--- config.mk ---
export PLATFORM = sky130hd
export DESIGN_NAME = pfc_host
export DESIGN_NICKNAME = d
export VERILOG_FILES = /design/src/verilog/pfc_pkg.sv /design/src/verilog/pfc_cycle.sv /design/src/verilog/pfc_host.sv
export SDC_FILE = /design/constraint.sdc
export NUM_CORES = 1
export LEC_CHECK = 0
export BUFFER_PORTS_ARGS = -buffer_cell sky130_fd_sc_hd__buf_2
export CAP_MARGIN = 10
export CORE_UTILIZATION = 35
export DETAILED_ROUTE_END_ITERATION = 8
export GPL_ROUTABILITY_DRIVEN = 0
export PLACE_DENSITY = 0.55
export SETUP_SLACK_MARGIN = 0.2
export SLEW_MARGIN = 20
export SYNTH_ARGS = -nofsm -noshare
export SYNTH_HDL_FRONTEND = slang
export SYNTH_SLANG_ARGS = --single-unit
--- constraint.sdc ---
create_clock -name clk_sys -period 1.97 [get_ports clk_sys]
set_input_delay 0.394 -clock clk_sys [delete_from_list [all_inputs] [get_ports clk_sys]]
set_output_delay 0.394 -clock clk_sys [all_outputs]
set_load 0.02 [all_outputs]
--- src/verilog/pfc_pkg.sv ---
// Summary of operation
// 128K bytes, 17-bit address, 8-bit data
// top 16K: four 4K blocks by bits 16:12
// lower space: seven 16K blocks by 16:14
// address captured on later falling strobe
// data captured on first rising strobe
// every write loads the command register; the model ignores writes while busy and clears its command state on any write with low supply
// write 00 selects array read
// write 90 then read signature location
// two 30 writes start auto chip erase
// 20 then D0 with block address
// 40 then address and value programs
// two 20 writes conventional chip erase
// 60 then 60 with block address
// A0 at location, then read verify
// two FF writes reset command state
// device times and verifies programming itself
// busy reads give poll and toggle bits
// chip erase preprograms, then erases itself; the model erases without preprogramming
// block erase preprograms selected blocks only; the model erases the block without preprogramming
// one byte per program, erase whole region
// done: poll one, toggle stable twice
// low program supply forces read only
// next block load within 30 ms
// signature location 0 maker, 1 device
// busy device ignores other command writes
package pfc_pkg;
	localparam int PFC_AW = 17;
	localparam int PFC_DW = 8;
	localparam logic [7:0] PFC_CMD_READ = 8'h00;
	localparam logic [7:0] PFC_CMD_SIG = 8'h90;
	localparam logic [7:0] PFC_CMD_ACHIP = 8'h30;
	localparam logic [7:0] PFC_CMD_ABLK = 8'h20;
	localparam logic [7:0] PFC_CMD_ABLK_GO = 8'hD0;
	localparam logic [7:0] PFC_CMD_APROG = 8'h40;
	localparam logic [7:0] PFC_CMD_CERASE = 8'h20;
	localparam logic [7:0] PFC_CMD_CBLK = 8'h60;
	localparam logic [7:0] PFC_CMD_EVFY = 8'hA0;
	localparam logic [7:0] PFC_CMD_RESET = 8'hFF;
	localparam int PFC_POLL_BIT = 7;
	localparam int PFC_TOGGLE_BIT = 6;
	localparam int PFC_CLK_NS = 4;
	// bus phase lengths, each several device access times at 4 ns
	localparam logic [4:0] PFC_T_SETUP = 5'h05;
	localparam logic [4:0] PFC_T_STROBE = 5'h0F;
	localparam logic [4:0] PFC_T_HOLD = 5'h05;
	localparam logic [4:0] PFC_T_READ = 5'h1F;
	localparam int PFC_BLK_GAP_MS = 30;
	localparam longint PFC_BLK_GAP_CYC =
		longint'(PFC_BLK_GAP_MS) * 1000000 / PFC_CLK_NS;
	typedef enum logic [3:0] {
		PFC_OP_READ, PFC_OP_SIG, PFC_OP_PROG, PFC_OP_CHIP_AUTO,
		PFC_OP_BLK_AUTO, PFC_OP_CHIP_CONV, PFC_OP_BLK_CONV,
		PFC_OP_VERIFY, PFC_OP_RESET, PFC_OP_BLK_MORE
	} pfc_op_e;
	typedef struct packed {
		pfc_op_e op;
		logic [PFC_AW-1:0] addr;
		logic [PFC_DW-1:0] data;
	} pfc_req_s;
	typedef struct packed {
		logic [PFC_AW-1:0] addr;
		logic [PFC_DW-1:0] data_out;
		logic data_oe_n;
		logic ce_n;
		logic oe_n;
		logic we_n;
	} pfc_pins_s;
endpackage

--- src/verilog/pfc_cycle.sv ---
// one bus cycle on the flash pins, write or read
module pfc_cycle (
	input wire logic clk_sys,
	input wire logic rst,
	input wire logic start,
	input wire logic is_write,
	input wire logic [pfc_pkg::PFC_AW-1:0] addr,
	input wire logic [pfc_pkg::PFC_DW-1:0] wdata,
	input wire logic [pfc_pkg::PFC_DW-1:0] data_in,
	output pfc_pkg::pfc_pins_s pins,
	output logic done,
	output logic [pfc_pkg::PFC_DW-1:0] rdata
);
	import pfc_pkg::*;
	typedef enum logic [1:0] {PFC_C_IDLE, PFC_C_SET, PFC_C_STB,
		PFC_C_HLD} pfc_cst_e;
	pfc_cst_e st_q;
	logic [4:0] cnt_q;
	logic wr_q;
	logic [PFC_DW-1:0] s1_q, s2_q;
	// =====================================
	// pin synchroniser
	always_ff @(posedge clk_sys) begin
		s1_q <= data_in;
		s2_q <= s1_q;
	end
	// =====================================
	// sequencing
	always_ff @(posedge clk_sys) begin
		if (rst) begin
			st_q <= PFC_C_IDLE;
			cnt_q <= 5'h00;
			wr_q <= 1'b0;
			done <= 1'b0;
			rdata <= 8'h00;
			pins <= '{addr: '0, data_out: 8'h00, data_oe_n: 1'b1,
				ce_n: 1'b1, oe_n: 1'b1, we_n: 1'b1};
		end else begin
			done <= 1'b0;
			case (st_q)
				PFC_C_IDLE: if (start) begin
					// address settles before the later falling strobe
					pins.addr <= addr;
					pins.data_out <= wdata;
					pins.data_oe_n <= ~is_write;
					wr_q <= is_write;
					cnt_q <= PFC_T_SETUP;
					st_q <= PFC_C_SET;
				end
				PFC_C_SET: if (cnt_q == 5'h00) begin
					pins.ce_n <= 1'b0;
					pins.we_n <= ~wr_q;
					pins.oe_n <= wr_q;
					cnt_q <= wr_q ? PFC_T_STROBE : PFC_T_READ;
					st_q <= PFC_C_STB;
				end else begin
					cnt_q <= cnt_q - 5'h01;
				end
				PFC_C_STB: if (cnt_q == 5'h00) begin
					// data held past the first rising strobe
					pins.we_n <= 1'b1;
					pins.ce_n <= 1'b1;
					pins.oe_n <= 1'b1;
					rdata <= s2_q;
					cnt_q <= PFC_T_HOLD;
					st_q <= PFC_C_HLD;
				end else begin
					cnt_q <= cnt_q - 5'h01;
				end
				PFC_C_HLD: if (cnt_q == 5'h00) begin
					pins.data_oe_n <= 1'b1;
					done <= 1'b1;
					st_q <= PFC_C_IDLE;
				end else begin
					cnt_q <= cnt_q - 5'h01;
				end
				default: st_q <= PFC_C_IDLE;
			endcase
		end
	end
	AST_WE_DATA: assert property (
		@(posedge clk_sys) disable iff (rst)
		$rose(pins.we_n) |-> !pins.data_oe_n [*3])
		else $error("data released with write strobe");
	AST_CE_WE: assert property (
		@(posedge clk_sys) disable iff (rst)
		!pins.we_n |-> !pins.ce_n && pins.oe_n)
		else $error("write strobe without chip enable");
endmodule

--- src/verilog/pfc_host.sv ---
module pfc_host (
	input wire logic clk_sys,
	input wire logic rst,
	input pfc_pkg::pfc_req_s req,
	input wire logic req_valid,
	input wire logic prog_supply_ok,
	input wire logic [pfc_pkg::PFC_DW-1:0] data_in,
	output logic req_ready,
	output logic resp_valid,
	output logic [pfc_pkg::PFC_DW-1:0] resp_data,
	output logic busy,
	output logic req_error,
	output pfc_pkg::pfc_pins_s pins
);
	import pfc_pkg::*;
	typedef enum logic [2:0] {PFC_H_IDLE, PFC_H_W1, PFC_H_W2, PFC_H_RD,
		PFC_H_POLL, PFC_H_BLKWIN} pfc_hst_e;
	pfc_hst_e st_q;
	pfc_req_s cur_q;
	logic cyc_start, cyc_wr, cyc_done;
	logic [PFC_AW-1:0] cyc_addr;
	logic [PFC_DW-1:0] cyc_wdata, cyc_rdata, prev_q;
	logic [1:0] stable_q;
	logic first_q, ok1_q, ok2_q;
	logic [31:0] gap_q;
	logic auto_op;
	logic cyc_go_q;
	// =====================================
	// pin cycle engine
	pfc_cycle u_cycle (
		.clk_sys(clk_sys),
		.rst(rst),
		.start(cyc_start),
		.is_write(cyc_wr),
		.addr(cyc_addr),
		.wdata(cyc_wdata),
		.data_in(data_in),
		.pins(pins),
		.done(cyc_done),
		.rdata(cyc_rdata)
	);
	// =====================================
	// supply pin synchroniser
	always_ff @(posedge clk_sys) begin
		ok1_q <= prog_supply_ok;
		ok2_q <= ok1_q;
	end
	assign auto_op = cur_q.op inside {PFC_OP_PROG, PFC_OP_CHIP_AUTO,
		PFC_OP_BLK_AUTO};
	// =====================================
	// command choice per step
	always_comb begin
		cyc_start = 1'b0;
		cyc_wr = 1'b1;
		cyc_addr = cur_q.addr;
		cyc_wdata = PFC_CMD_READ;
		case (st_q)
			PFC_H_W1: begin
				cyc_start = 1'b1;
				case (cur_q.op)
					PFC_OP_SIG: cyc_wdata = PFC_CMD_SIG;
					PFC_OP_PROG: cyc_wdata = PFC_CMD_APROG;
					PFC_OP_CHIP_AUTO: cyc_wdata = PFC_CMD_ACHIP;
					PFC_OP_BLK_AUTO: cyc_wdata = PFC_CMD_ABLK;
					PFC_OP_CHIP_CONV: cyc_wdata = PFC_CMD_CERASE;
					PFC_OP_BLK_CONV: cyc_wdata = PFC_CMD_CBLK;
					PFC_OP_VERIFY: cyc_wdata = PFC_CMD_EVFY;
					PFC_OP_RESET: cyc_wdata = PFC_CMD_RESET;
					PFC_OP_BLK_MORE: cyc_wdata = PFC_CMD_ABLK_GO;
					default: cyc_wdata = PFC_CMD_READ;
				endcase
			end
			PFC_H_W2: begin
				cyc_start = 1'b1;
				case (cur_q.op)
					PFC_OP_PROG: cyc_wdata = cur_q.data;
					PFC_OP_CHIP_AUTO: cyc_wdata = PFC_CMD_ACHIP;
					PFC_OP_BLK_AUTO: cyc_wdata = PFC_CMD_ABLK_GO;
					PFC_OP_CHIP_CONV: cyc_wdata = PFC_CMD_CERASE;
					PFC_OP_BLK_CONV: cyc_wdata = PFC_CMD_CBLK;
					default: cyc_wdata = PFC_CMD_RESET;
				endcase
			end
			PFC_H_RD, PFC_H_POLL: begin
				cyc_start = 1'b1;
				cyc_wr = 1'b0;
			end
			default: cyc_start = 1'b0;
		endcase
		// start is a level: hold it off while a cycle runs and in its
		// done cycle, else the engine repeats the step's write
		if (cyc_go_q) begin
			cyc_start = 1'b0;
		end
	end
	// =====================================
	// bus cycle in flight
	always_ff @(posedge clk_sys) begin
		if (rst) begin
			cyc_go_q <= 1'b0;
		end else if (cyc_done) begin
			cyc_go_q <= 1'b0;
		end else if (cyc_start) begin
			cyc_go_q <= 1'b1;
		end
	end
	// =====================================
	// request sequencer
	always_ff @(posedge clk_sys) begin
		if (rst) begin
			st_q <= PFC_H_IDLE;
			cur_q <= '{op: PFC_OP_READ, addr: '0, data: 8'h00};
			req_ready <= 1'b0;
			resp_valid <= 1'b0;
			resp_data <= 8'h00;
			busy <= 1'b0;
			req_error <= 1'b0;
			prev_q <= 8'h00;
			stable_q <= 2'h0;
			first_q <= 1'b0;
			gap_q <= 32'h0;
		end else begin
			resp_valid <= 1'b0;
			req_error <= 1'b0;
			req_ready <= 1'b0;
			case (st_q)
				PFC_H_IDLE: if (req_valid && !req_ready) begin
					req_ready <= 1'b1;
					cur_q <= req;
					// low supply: device allows array reads only
					if (!ok2_q && req.op != PFC_OP_READ) begin
						req_error <= 1'b1;
					end else begin
						st_q <= PFC_H_W1;
					end
				end
				PFC_H_W1: if (cyc_done) begin
					if (cur_q.op inside {PFC_OP_READ, PFC_OP_SIG,
						PFC_OP_VERIFY}) begin
						st_q <= PFC_H_RD;
					end else if (cur_q.op == PFC_OP_BLK_MORE) begin
						gap_q <= 32'h0;
						st_q <= PFC_H_BLKWIN;
					end else begin
						st_q <= PFC_H_W2;
					end
				end
				PFC_H_W2: if (cyc_done) begin
					first_q <= 1'b1;
					stable_q <= 2'h0;
					busy <= auto_op;
					gap_q <= 32'h0;
					st_q <= cur_q.op == PFC_OP_BLK_AUTO ? PFC_H_BLKWIN :
						auto_op ? PFC_H_POLL : PFC_H_IDLE;
					resp_valid <= !auto_op;
				end
				PFC_H_RD: if (cyc_done) begin
					resp_data <= cyc_rdata;
					resp_valid <= 1'b1;
					st_q <= PFC_H_IDLE;
				end
				// more blocks may be added within the gap, else poll
				PFC_H_BLKWIN: begin
					gap_q <= gap_q + 32'h1;
					busy <= 1'b1;
					if (req_valid && req.op == PFC_OP_BLK_MORE &&
						gap_q < 32'(PFC_BLK_GAP_CYC) - 32'h40) begin
						req_ready <= 1'b1;
						cur_q <= req;
						st_q <= PFC_H_W1;
					end else if (gap_q >= 32'(PFC_BLK_GAP_CYC)) begin
						first_q <= 1'b1;
						stable_q <= 2'h0;
						st_q <= PFC_H_POLL;
					end
				end
				// only status reads go out while polling the busy device
				PFC_H_POLL: if (cyc_done) begin
					first_q <= 1'b0;
					prev_q <= cyc_rdata;
					if (!first_q && cyc_rdata[PFC_POLL_BIT] &&
						cyc_rdata[PFC_TOGGLE_BIT] == prev_q[PFC_TOGGLE_BIT])
						begin
						if (stable_q == 2'h1) begin
							busy <= 1'b0;
							resp_data <= cyc_rdata;
							resp_valid <= 1'b1;
							st_q <= PFC_H_IDLE;
						end
						stable_q <= stable_q + 2'h1;
					end else begin
						stable_q <= 2'h0;
					end
				end
				default: st_q <= PFC_H_IDLE;
			endcase
		end
	end
	AST_LOWSUPPLY: assert property (
		@(posedge clk_sys) disable iff (rst)
		st_q == PFC_H_IDLE && req_valid && !req_ready && !ok2_q &&
		req.op != PFC_OP_READ |=> req_error && st_q == PFC_H_IDLE)
		else $error("write issued under low supply");
	AST_DONE_POLL: assert property (
		@(posedge clk_sys) disable iff (rst)
		$fell(busy) |-> resp_valid && resp_data[PFC_POLL_BIT])
		else $error("finished without poll bit");
	AST_BUSY_READS: assert property (
		@(posedge clk_sys) disable iff (rst)
		st_q == PFC_H_POLL |-> pins.we_n)
		else $error("write during busy");
	AST_ERR_PULSE: assert property (
		@(posedge clk_sys) disable iff (rst)
		req_error |=> !req_error)
		else $error("error held");
	AST_ONE_CYCLE: assert property (
		@(posedge clk_sys) disable iff (rst)
		cyc_done |-> !cyc_start)
		else $error("bus cycle restarted in its done cycle");
	AST_REFUSE_PINS: assert property (
		@(posedge clk_sys) disable iff (rst)
		req_error |-> pins.we_n && pins.ce_n)
		else $error("refused request touched the bus");
	COV_CHIP: cover property (@(posedge clk_sys) disable iff (rst)
		$fell(busy) && cur_q.op == PFC_OP_CHIP_AUTO);
	COV_PROG: cover property (@(posedge clk_sys) disable iff (rst)
		$fell(busy) && cur_q.op == PFC_OP_PROG);
	COV_BLK: cover property (@(posedge clk_sys) disable iff (rst)
		st_q == PFC_H_BLKWIN ##1 st_q == PFC_H_W1);
	COV_SIG: cover property (@(posedge clk_sys) disable iff (rst)
		resp_valid && cur_q.op == PFC_OP_SIG);
endmodule

==> metrics.md, run 1 <==
| Metric | Value |
|---|---|
| Vertical extent of the die | about 140 um |
| Layout cells sized above 1 | 37.1% |
| Leak pwr | 3.89 nW |
| Number of enable-type register cells in the synthesized netlist | 0 |
| Number of port buffers | between 80 and 90 |
| Number of register bits inferred by synthesis | 150 |
| Cell with the most instances after synthesis | dfxtp_1 |
| Starting Density | 36.1% |
| Initial DRT Pass Iterations | 7 |
| Reported max-cap violation count | 0 |
| Placed cells | 1123 |
| Synth cell types | 69 |
| Overall via count from detail_route | 6026 |
| Hold Fails Final Rpt | 0 |
| P per Cell Area | 1080 nW/um2 |
| Ratio of routed vias to standard cells | 5.11 |
| Arrival time at the worst endpoint | 2.39 ns |
| Number of rows created at floorplan | 49 |
| Final Routed Wirelength | ~18 mm |
| I/O pin cnt | 82 |
| Class of the tightest hold or removal check | input port to flip-flop |
| Yosys top cell by area | dfxtp_1 |
| Post-synthesis async set-or-reset flop share | 0% |
| Vias in the first global route | roughly 5600 |
| Least setup slack across all paths after layout | -0.114 ns |
| First-iteration detailed-routing DRC count | 377 |
| Highest layer used for signal routing | met4 |
| Transition at the pin with the smallest max-transition slack | 0.443 ns |
| Hold Worst Slack | 0.0611 ns |
| Slew HR | 70.4% |
| Peak supply drop | roughly 0.00075 V |
| Number of nets produced by synthesis | 845 |
| Clock transition at path regs | 0.07 ns |
| Area of the core | 18100 um2 |
| Floorplan die width | between 100 and 150 um |
| Combined area of all synthesized cells | 6520 um2 |
| Cell with the biggest individual delay on the critical path | or4_4 |
| Top cells by instance count after synthesis | dfxtp_1 (150), nand2_1 (141), a21oi_1 (94) |
| Total negative slack | -1.29 ns |
| Kind of critical path | flip-flop to flip-flop |
| All-layer global routing usage | 17.9% |
| Inserted Clock Buffers | 17 |
| Wire length of the first global-routing pass | 27.9 mm |
| Shortest period the worst path allows | 2.08 ns |
| Layout net count | 987 |
| Highest Clock Rate | 480 MHz |
| Final cell area excluding filler cells | 9490 um2 |
| Register area share after synthesis | a little under half |
| Cell area reported after detailed placement | 7700 um2 |
| Remaining antenna violation count | 0 |
| Detailed-route wire length per cell | between 15 and 20 um |
| Yosys warning total | 0 |
| Critical path buffer and inverter count | 1 |
| Worst Path Required | 2.27 ns |
| Critical path fanouts, max | 9 |
| CP Capture Type | flip-flop |
| Kind of launch point of the worst setup path | flip-flop |
| Clock tree root driver cell | clkbuf_16 |
| Antenna violations before repair | 0 |
| Violated checks | design-rule violations, negative setup slack |
| Maximum count of clock buffers along a single path | 2 |
| Run status | complete, but fails checks |
| CTS H-tree depth | 4 |
| Kind of cell adding the most delay to the critical path | simple AND/OR/NAND/NOR gates |
| Antenna Cells | 0 |
| Layout Skew | ~0.017 ns |
| Most used flip-flop cell after synthesis | dfxtp_1 |
| Worst-path cell chain | or4_4 -> nor3_4 -> o2111ai_4 -> a21oi_4 -> buf_12 -> mux2i_4 -> o31ai_1 |
| Area fraction of the dominant cell type after synthesis | 46.0% |
| Number of clock sinks | 150 |
| Sum of met2 wire segment lengths after detailed routing | 8.61 mm |
| Layout-stage area growth over the synthesis result | 45.5% |
| Aggregate global routing overflow | 0 |
| Finish-stage setup viols | 33 |
| Final number of max-transition violations | 0 |
| Final cycle utilization of the critical path | 106% |
| Met1 WL | 8.56 mm |
| Ranking of synthesized cells by area | dfxtp_1 (46%), nand2_1 (8.1%), a21oi_1 (7.2%) |
| Later-pin clock latency in the skew report | 0.43 ns |
| Place WS | -0.113 ns |
| Largest net degree at the start of global routing | 50 |
| Count of placed standard cells in the final layout, fillers left out | approximately 1200 |
| Post-synthesis instance total | 796 |
| Number of remaining DRC errors | 4 |
| Average cell area after synthesis | 8.20 um2 |
| Met3 routed WL | 596 um |
| CTS tree | yes |
| RSZ-0062 raised after global routing | yes |
| Delay contributed by the slowest stage of the critical path | 0.54 ns |
| Estimated wirelength of the detail-placed design | about 11 mm |
| Die area | 19200 um2 |
metrics by stage:
stage                     utilization (%)  power, mW
after detailed placement             42.6       6.43
after CTS                            48.0       9.97
after global routing                 52.5       10.9
final                                52.5       10.3
after floorplan                         -       5.53
after global placement               42.6       6.42
flip-flops by register name, indices dropped and copies added, names as in the netlist, 2 cells and up, named ones only:
name and count:
resp_data 8, u_cycle.pins 29, u_cycle.rdata 8, u_cycle.s2_q 8
gap_q 32, u_cycle.s1_q 8, u_cycle.cnt_q 5, st_q 3
cur_q 12, stable_q 2, u_cycle.st_q 2, cyc_addr 17
power breakdown:
part | total [mW] | internal, mW | switching, mW
Clock | 3.23 | 1.74 | 1.50
Combinational | 3.41 | 1.48 | 1.93
Sequential | 3.64 | 3.40 | 0.241
Total | 10.3 | 6.62 | 3.66
final timing paths:
check             startpoint              end  slack [ns]  cells past startpoint
max reg2reg        gap_q[27]        flip-flop       -0.11                      7
min reg2reg  u_cycle.s1_q[3]  u_cycle.s2_q[3]        0.33                      0
min               data_in[1]  u_cycle.s1_q[1]        0.06                      1
max                gap_q[27]        flip-flop       -0.11                      7
layout make-up:
cell class	count	area [um2]
sequential	150	3030
multi-input combinational	576	4120
fill	1655	8590
clock inverter	14	154
tap	229	287
timing repair buffer	177	1400
clock buffer	18	439
inverter	16	63.8
routing by layer:
metal,GRT usage (%),vias up
met5,0,-
met4,4.49,0
met3,4.40,12
met2,28.3,89
met1,24.3,2860
li1,-,3065
cell families (layout without fill, tap and decap cells):
family	after synthesis	after routing	share of synthesized area, %
fa+ha+maj	8	8	1.53
buf+inv	70	225	4.14
flops	150	150	46.0
mux	6	6	0.921
xor+xnor	34	34	4.56
compound gates	177	177	16.6
simple gates	351	351	26.2
cell usage in the layout (no fill, tap or decap), drive strengths merged, types with 7 or more instances in the layout:
cell type and count:
nor2 72, inv 24, nand2b 18, nand2 141, or3 9, ha 8
clkbuf 23, nor2b 8, a211oi 7, buf 172, dfxtp 150, xnor2 32
a21oi 95, nand3 23, nand4 7, nor4b 10, nor4 19, nor3 25
o21ai 22
what timing repair did:
item / 4_1_cts / 5_1_grt
pin swaps: 7 / 73
hold endpoints to repair: 0 / 0
gates resized for setup: 71 / 121
cloned: 1 / 6
hold buffers: 0 / 0
setup endpoints to repair: 79 / 111
buffers inserted: 4 / 14
(Power assumes the default switching activity.)
==> run 2, diff against run 1 <==
--- a/config.mk
+++ b/config.mk
@@ -5,6 +5,7 @@
 export SDC_FILE = /design/constraint.sdc
 export NUM_CORES = 1
 export LEC_CHECK = 0
+export ABC_AREA = 1
 export BUFFER_PORTS_ARGS = -buffer_cell sky130_fd_sc_hd__buf_2
 export CAP_MARGIN = 10
 export CORE_UTILIZATION = 35
==> metrics.md, run 2 <==
| Metric | Value |
|---|---|
| Final Routed Wirelength | 16.8 mm (-6.0%) |
| Aggregate global routing overflow | 0 (unchanged) |
| Shortest period the worst path allows | 1.75 ns (-0.333 ns) |
| Kind of launch point of the worst setup path | flip-flop |
| Final number of max-transition violations | 0 (unchanged) |
| Yosys warning total | 0 (unchanged) |
| Hold Fails Final Rpt | 0 (unchanged) |
| Class of the tightest hold or removal check | input port to flip-flop |
| Register area share after synthesis | 47.2% (+1.2 points) |
| Most common library cell in the layout ignoring fill and taps | nand2_1 |
| Number of nets produced by synthesis | 898 (+6.3%) |
| All-layer global routing usage | 18.6% (+0.76 points) |
| Register containing the most flip-flops in the final layout | gap_q |
| Part of the power in the clock network | 29.7% (-1.7 points) |
| Area of the core | 17500 um2 (-3.0%) |
| RSZ-0062 raised after global routing | yes |
| Sequential fraction of design power | 37.3% (+1.9 points) |
| Met1 global-route usage | 24.1% (-0.21 points) |
| Vertical extent of the die | 137 um (-1.3%) |
| Vias in the first global route | 5454 (-3.4%) |
| Cell area reported after detailed placement | 7280 um2 (-5.4%) |
| CP Capture Type | flip-flop |
| I/O pin cnt | 82 (unchanged) |
| Multi-input combinational cell area | 3290 um2 (-20%) |
| Number of port buffers | 81 (unchanged) |
| Highest Clock Rate | 571 MHz (+19%) |
| Footprint of the flip-flops and latches | 3040 um2 (+0.29%) |
| Cell with the most instances after synthesis | nand2_1 |
| Final cycle utilization of the critical path | 88.9% (-17 points) |
| Number of register bits inferred by synthesis | 150 (unchanged) |
| Layout Skew | 0.0112 ns (-0.00587 ns) |
| Yosys top cell by area | dfxtp_1 |
| Kind of critical path | flip-flop to flip-flop |
| Final cell area excluding filler cells | 8390 um2 (-12%) |
| Detailed-route wire length per cell | 13.9 um (-8.5%) |
| Hold buffer count at cts | 0 (unchanged) |
| Hold Startpoint | data_in[1] |
| Layout-stage area growth over the synthesis result | 31.9% |
| Largest net degree at the start of global routing | 51 (+2.0%) |
| Clock transition at path regs | 0.07 ns (about the same) |
| Top cells by instance count after synthesis | nand2_1 (155), dfxtp_1 (150), nor2_1 (121) |
| Post-synthesis async set-or-reset flop share | 0% (unchanged) |
| Hold Worst Slack | 0.0595 ns (-0.00156 ns) |
| Worst reg2reg startpoint | gap_q[31] |
| Average cell area after synthesis | 7.49 um2 (-8.6%) |
| P_int | 6.51 mW (-1.6%) |
| Floorplan die width | 137 um (-1.3%) |
| Met3 Usage GRT | 3.89% (-0.51 points) |
| Sw Ratio | 37.8% (+2.1 points) |
| First-iteration detailed-routing DRC count | 397 (+5.3%) |
| Critical path fanouts, max | 8 (-1) |
| Layout net count | 1024 (+3.7%) |
| Die area | 18700 um2 (-2.5%) |
| Run status | completed |
| Global-route met2 utilization | 30.7% (+2.5 points) |
| Worst R2R Path Depth | 12 (+5) |
| Most used routing layer | met2 |
| CTS H-tree depth | 4 (unchanged) |
| Most used flip-flop cell after synthesis | dfxtp_1 |
| Combinational group share of total power | 33.0% (-0.2 points) |
| Reported max-cap violation count | 0 (unchanged) |
| Transition at the pin with the smallest max-transition slack | 0.451 ns (+0.00789 ns) |
| Finish-stage setup viols | 0 (-100%) |
| Worst min-delay path endpoint | u_cycle.s1_q[1] |
| Worst Path Required | 2.29 ns (+0.02 ns) |
| Antenna Cells | 0 (unchanged) |
| CTS tree | yes |
| Number of rows created at floorplan | 48 (-2.0%) |
| Number of enable-type register cells in the synthesized netlist | 0 (unchanged) |
| Ratio of routed vias to standard cells | 4.91 (-3.9%) |
| Initial DRT Pass Iterations | 4 (-3) |
| Slew HR | 69.8% (-0.60 points) |
| Antenna violations before repair | 0 (unchanged) |
| Number of clock sinks | 150 (unchanged) |
| Synth cell types | 45 (-35%) |
| Leak pwr | 3.50 nW (-10%) |
| Remaining antenna violation count | 0 (unchanged) |
| Top library cells by usage in the layout, fill and taps aside | nand2_1 (142), dfxtp_1 (131), nor2_1 (95) |
| Fillers | 1765 (+6.6%) |
| Starting Density | 36.3% (+0.18 points) |
| Net switching power | 3.95 mW (+7.8%) |
| Inserted Clock Buffers | 17 (unchanged) |
| Wire length of the first global-routing pass | 26.9 mm (-3.4%) |
| Clock tree root driver cell | clkbuf_16 |
| Overall via count from detail_route | 5953 (-1.2%) |
| Ranking of synthesized cells by area | dfxtp_1 (47%), nand2_1 (9.2%), nor2_1 (7.1%) |
| Area fraction of the dominant cell type after synthesis | 47.2% (+1.2 points) |
| Arrival time at the worst endpoint | 2.07 ns (-0.32 ns) |
| Layout cells sized above 1 | 29.5% (-7.7 points) |
| Worst reg2reg setup slack | 0.22 ns (+0.33 ns) |
| Post-synthesis instance total | 849 (+6.7%) |
| Estimated wirelength of the detail-placed design | 11.6 mm (+3.7%) |
| Worst Hold Depth | 1 (unchanged) |
| Later-pin clock latency in the skew report | 0.43 ns (about the same) |
| Number of remaining DRC errors | 0 (-4) |
| Critical Path Start | gap_q[31] |
| Peak supply drop | 0.000728 V (-3.3%) |
| Combined area of all synthesized cells | 6360 um2 (-2.6%) |
| Max reg flops | 32 (unchanged) |
| Maximum count of clock buffers along a single path | 2 (unchanged) |
| P per Cell Area | 1250 nW/um2 (+15%) |
## run 2: cells by family (layout without fill, tap and decap cells)
logic type	count (synthesis)	count (layout)	share of synthesized area, %
adder cells (fa/ha/maj)	8	8	1.57
flip-flops	150	150	47.2
XOR/XNOR	4	4	0.551
AO/OA/AOI/OAI	199	199	17.0
buffers and inverters	111	249	6.91
AND/OR/NAND/NOR	377	378	26.7
## run 2: worst max-delay path by stage
stage / cells after the start / slack [ns] / to
after floorplan: 10 / 0.33 / u_cycle.pins[0]
after global placement: 9 / -0.005 / u_cycle.rdata[1]
after detailed placement: 10 / -0.01 / u_cycle.cnt_q[0]
after CTS: 9 / 0.19 / u_cycle.pins[14]
after global routing: 11 / 0.07 / cyc_addr[12]
final: 12 / 0.22 / flip-flop
## run 2: per-stage QoR
stage	util [%]	instances	worst slack [ns]	power (mW)	TNS, ns
5_1_grt	47.8	1213	0.0716	11.1	0
4_1_cts	45.6	1207	0.186	10.2	0
3_5_place_dp	41.5	1170	-0.0142	6.99	-0.0398
6_report	47.8	1213	0.219	10.5	0
3_3_place_gp	41.5	1170	-0.00547	7.00	-0.0109
2_1_floorplan	-	849	0.327	5.94	0
## run 2: worst max-delay path, cell delays in order, from the launching register on
cell,delay [ns]
dfxtp_2,0.33
nor2_1,0.09
nand2_1,0.06
nor2_2,0.16
nand3_2,0.13
nor2_4,0.13
nand3_4,0.19
nand2_8,0.16
nand2_1,0.10
nand3_4,0.10
nand2_1,0.06
nand3_1,0.08
nand2_1,0.05
## run 2: cell type report
cell class                      count  share of cell area (%)
Clock buffer                       18                    5.12
Tap cell                          225                    3.36
Timing Repair Buffer              129                    10.2
Inverter                           88                    4.27
Clock inverter                     14                    1.54
Multi-Input combinational cell    589                    39.2
Sequential cell                   150                    36.3
## run 2: timing repair
action | CTS | global route
setup buffers | 4 | 5
pin swaps | 13 | 19
setup endpoints to repair | 56 | 114
cloned | 1 | 1
gates resized for setup | 34 | 101
## run 2: per-layer routing
metal | share of wire, % | routed length [um] | vias to the layer above
li1 | - | - | 3074
met1 | 47 | 7880 | 2766
met2 | 48 | 8160 | 84
met3 | 2.8 | 479 | 29
met4 | 1.8 | 309 | 0
met5 | 0 | 0 | -
## run 2: power by group through the flow
stage / Clock [mW] / Sequential, mW / Combinational, mW
finish: 3.11 / 3.90 / 3.45
global placement: 0 / 3.96 / 3.04
detailed placement: 0 / 3.96 / 3.03
floorplan: 0 / 4.11 / 1.83
global route: 3.30 / 3.97 / 3.83
CTS: 3.19 / 3.90 / 3.14
==> run 3, diff against run 2 <==
--- a/config.mk
+++ b/config.mk
@@ -11,7 +11,7 @@
 export CORE_UTILIZATION = 35
 export DETAILED_ROUTE_END_ITERATION = 8
 export GPL_ROUTABILITY_DRIVEN = 0
-export PLACE_DENSITY = 0.55
+export PLACE_DENSITY = 0.53
 export SETUP_SLACK_MARGIN = 0.2
 export SLEW_MARGIN = 20
 export SYNTH_ARGS = -nofsm -noshare
==> constraint.sdc (replaced) <==
create_clock -name clk_sys -period 1.75 [get_ports clk_sys]
set_input_delay 0.2625 -clock clk_sys [delete_from_list [all_inputs] [get_ports clk_sys]]
set_output_delay 0.2625 -clock clk_sys [all_outputs]
set_load 0.02 [all_outputs]
==> metrics.md, run 3 (synthesized netlist as in run 2, its figures left out) <==
| Metric | Value |
|---|---|
| Cell with the biggest individual delay on the critical path | dfxtp_1 |
| Antenna Cells | 0 (unchanged) |
| Class of the tightest hold or removal check | input port to flip-flop |
| Max reg flops | 32 (unchanged) |
| Combinational group share of total power | 39.7% (+6.7 points) |
| Total power after layout | 13.6 mW (+30%) |
| Later-pin clock latency in the skew report | 0.44 ns (about the same) |
| Run status | completed |
| Number of clock sinks | 150 (unchanged) |
| Area of the core | 17500 um2 (unchanged) |
| Critical Path Start | gap_q[31] |
| Vertical extent of the die | 137 um (unchanged) |
| Register containing the most flip-flops in the final layout | gap_q |
| Critical path buffer and inverter count | 2 (+2) |
| Worst Path Required | 2.08 ns (-0.21 ns) |
| Final cell utilization of the core | 57.3% (+9.5 points) |
| Critical path fanouts, max | 9 (+1) |
| Hold Fails Final Rpt | 0 (unchanged) |
| Delay contributed by the slowest stage of the critical path | 0.32 ns (about the same) |
| I/O pin cnt | 82 (unchanged) |
| Hold Worst Slack | 0.0469 ns (-0.0126 ns) |
| Final cycle utilization of the critical path | 98.6% (+9.7 points) |
| Worst reg2reg startpoint | gap_q[31] |
| Detailed-route wire length per cell | 14.6 um (+4.9%) |
| Largest net degree at the start of global routing | 39 (-24%) |
| Worst Hold Depth | 3 (+2) |
| Most common library cell in the layout ignoring fill and taps | dfxtp_1 |
| Critical register-to-register path endpoint | cyc_addr[10] |
| Sequential fraction of design power | 33.1% (-4.2 points) |
| Wire length of the first global-routing pass | 29.5 mm (+9.6%) |
| Overall via count from detail_route | 6373 (+7.1%) |
| Shortest period the worst path allows | 1.72 ns (-0.0262 ns) |
| Initial DRT Pass Iterations | 7 (+3) |
| Kind of launch point of the worst setup path | flip-flop |
| Number of rows created at floorplan | 48 (unchanged) |
| Worst min-delay path endpoint | cyc_addr[3] |
| Part of the power in the clock network | 27.2% (-2.5 points) |
| Remaining antenna violation count | 0 (unchanged) |
| Clock tree root driver cell | clkbuf_16 |
| Inserted Clock Buffers | 17 (unchanged) |
| Layout-stage area growth over the synthesis result | 58.2% |
| Place WS | -0.152 ns (-0.138 ns) |
| Layout cells sized above 1 | 48.3% (+19 points) |
| P_int | 8.25 mW (+27%) |
| Cell area reported after detailed placement | 7670 um2 (+5.3%) |
| Worst R2R Path Depth | 11 (-1) |
| Count of placed standard cells in the final layout, fillers left out | 1303 (+7.4%) |
| First-iteration detailed-routing DRC count | 292 (-26%) |
| Number of port buffers | 81 (unchanged) |
| Least setup slack across all paths after layout | 0.0253 ns (-0.194 ns) |
| Top library cells by usage in the layout, fill and taps aside | dfxtp_1 (118), nand2_1 (108), buf_4 (101) |
| Worst reg2reg setup slack | 0.03 ns (-0.19 ns) |
| Placed cells | 1217 (+4.0%) |
| All-layer global routing usage | 20.5% (+1.9 points) |
| Aggregate global routing overflow | 0 (unchanged) |
| Sw Ratio | 39.4% (+1.6 points) |
| Ratio of routed vias to standard cells | 4.89 (-0.34%) |
| RSZ-0062 raised after global routing | yes |
| CTS tree | yes |
| Finish-stage setup viols | 0 (unchanged) |
| Kind of cell adding the most delay to the critical path | simple AND/OR/NAND/NOR gates |
| Antenna violations before repair | 0 (unchanged) |
| Die area | 18700 um2 (unchanged) |
| Net switching power | 5.36 mW (+36%) |
| Transition at the pin with the smallest max-transition slack | 0.576 ns (+0.125 ns) |
| Estimated wirelength of the detail-placed design | 12.1 mm (+3.6%) |
| Clock transition at path regs | 0.07 ns (about the same) |
| Leak pwr | 4.33 nW (+24%) |
| Highest Clock Rate | 580 MHz (+1.5%) |
| Layout Skew | 0.0135 ns (+0.00223 ns) |
| CTS H-tree depth | 4 (unchanged) |
| Final number of max-transition violations | 0 (unchanged) |
| Layout net count | 1114 (+8.8%) |
| Total negative slack | 0 ns (unchanged) |
| CP dominant cell by count | nor2_1 |
| Reported max-cap violation count | 0 (unchanged) |
| Slew HR | 61.6% (-8.2 points) |
| Floorplan die width | 137 um (unchanged) |
| Vias in the first global route | 5997 (+10%) |
| Kind of critical path | flip-flop to flip-flop |
| CP Capture Type | flip-flop |
| Maximum count of clock buffers along a single path | 2 (unchanged) |
| Peak supply drop | 0.000837 V (+15%) |
| Starting Density | 36.3% (unchanged) |
| Final Routed Wirelength | 19.0 mm (+13%) |
| P per Cell Area | 1350 nW/um2 (+8.5%) |
| Arrival time at the worst endpoint | 2.05 ns (-0.02 ns) |
| Number of remaining DRC errors | 0 (unchanged) |
| Worst-path cell chain | nor2_1 -> nand2_1 -> nor2_2 -> nand3_2 -> nor2_4 -> nand3_4 -> nand2_8 -> inv_6 -> clkbuf_16 -> nor2_1 -> nor2_1 |
| Hold Startpoint | req[11] |
| Final cell area excluding filler cells | 10100 um2 (+20%) |
run 3: final cells by class:
cell class / instances / area, um2
Tap cell: 225 / 282
Fill cell: 1615 / 7480
Multi-Input combinational cell: 588 / 4010
Clock buffer: 17 / 425
Sequential cell: 150 / 3060
Inverter: 88 / 398
Clock inverter: 15 / 186
Timing Repair inverter: 1 / 16.3
Timing Repair Buffer: 219 / 1680
run 3: worst min-delay path, cell delays in order:
cell    delay (ns)
buf_2         0.08
nor2_1        0.03
nor2_1        0.08
run 3: worst max path at each step:
stage                     slack, ns  cells past startpoint           end
after floorplan                0.14                     13     flip-flop
after global routing          -0.12                     14     flip-flop
after detailed placement      -0.15                     12     flip-flop
final                          0.03                     11  cyc_addr[10]
after CTS                     -0.02                     14     flip-flop
after global placement        -0.07                     12     flip-flop
run 3: per-layer routing:
layer	part of all wire (%)	vias up	track usage (%)	wire [um]
li1	-	3263	-	-
met1	46	2982	26.4	8690
met2	50	98	34.0	9430
met3	2.9	30	4.85	542
met4	1.6	0	5.62	303
met5	0	-	0	0
run 3: power by group through the flow:
| stage | combinational (mW) | sequential [mW] | clock, mW |
|---|---|---|---|
| floorplan | 2.09 | 4.63 | 0 |
| global placement | 3.60 | 4.45 | 0 |
| detailed placement | 3.61 | 4.45 | 0 |
| CTS | 4.63 | 4.43 | 3.77 |
| global route | 5.85 | 4.59 | 3.94 |
| finish | 5.40 | 4.51 | 3.70 |
run 3: timing repair:
item	4_1_cts	5_1_grt
endpoints found under the setup margin	124	125
setup buffers	29	10
pin swaps	55	61
hold buffers	9	0
resized for setup	211	182
cloned	3	3
hold endpoints to repair	9	0
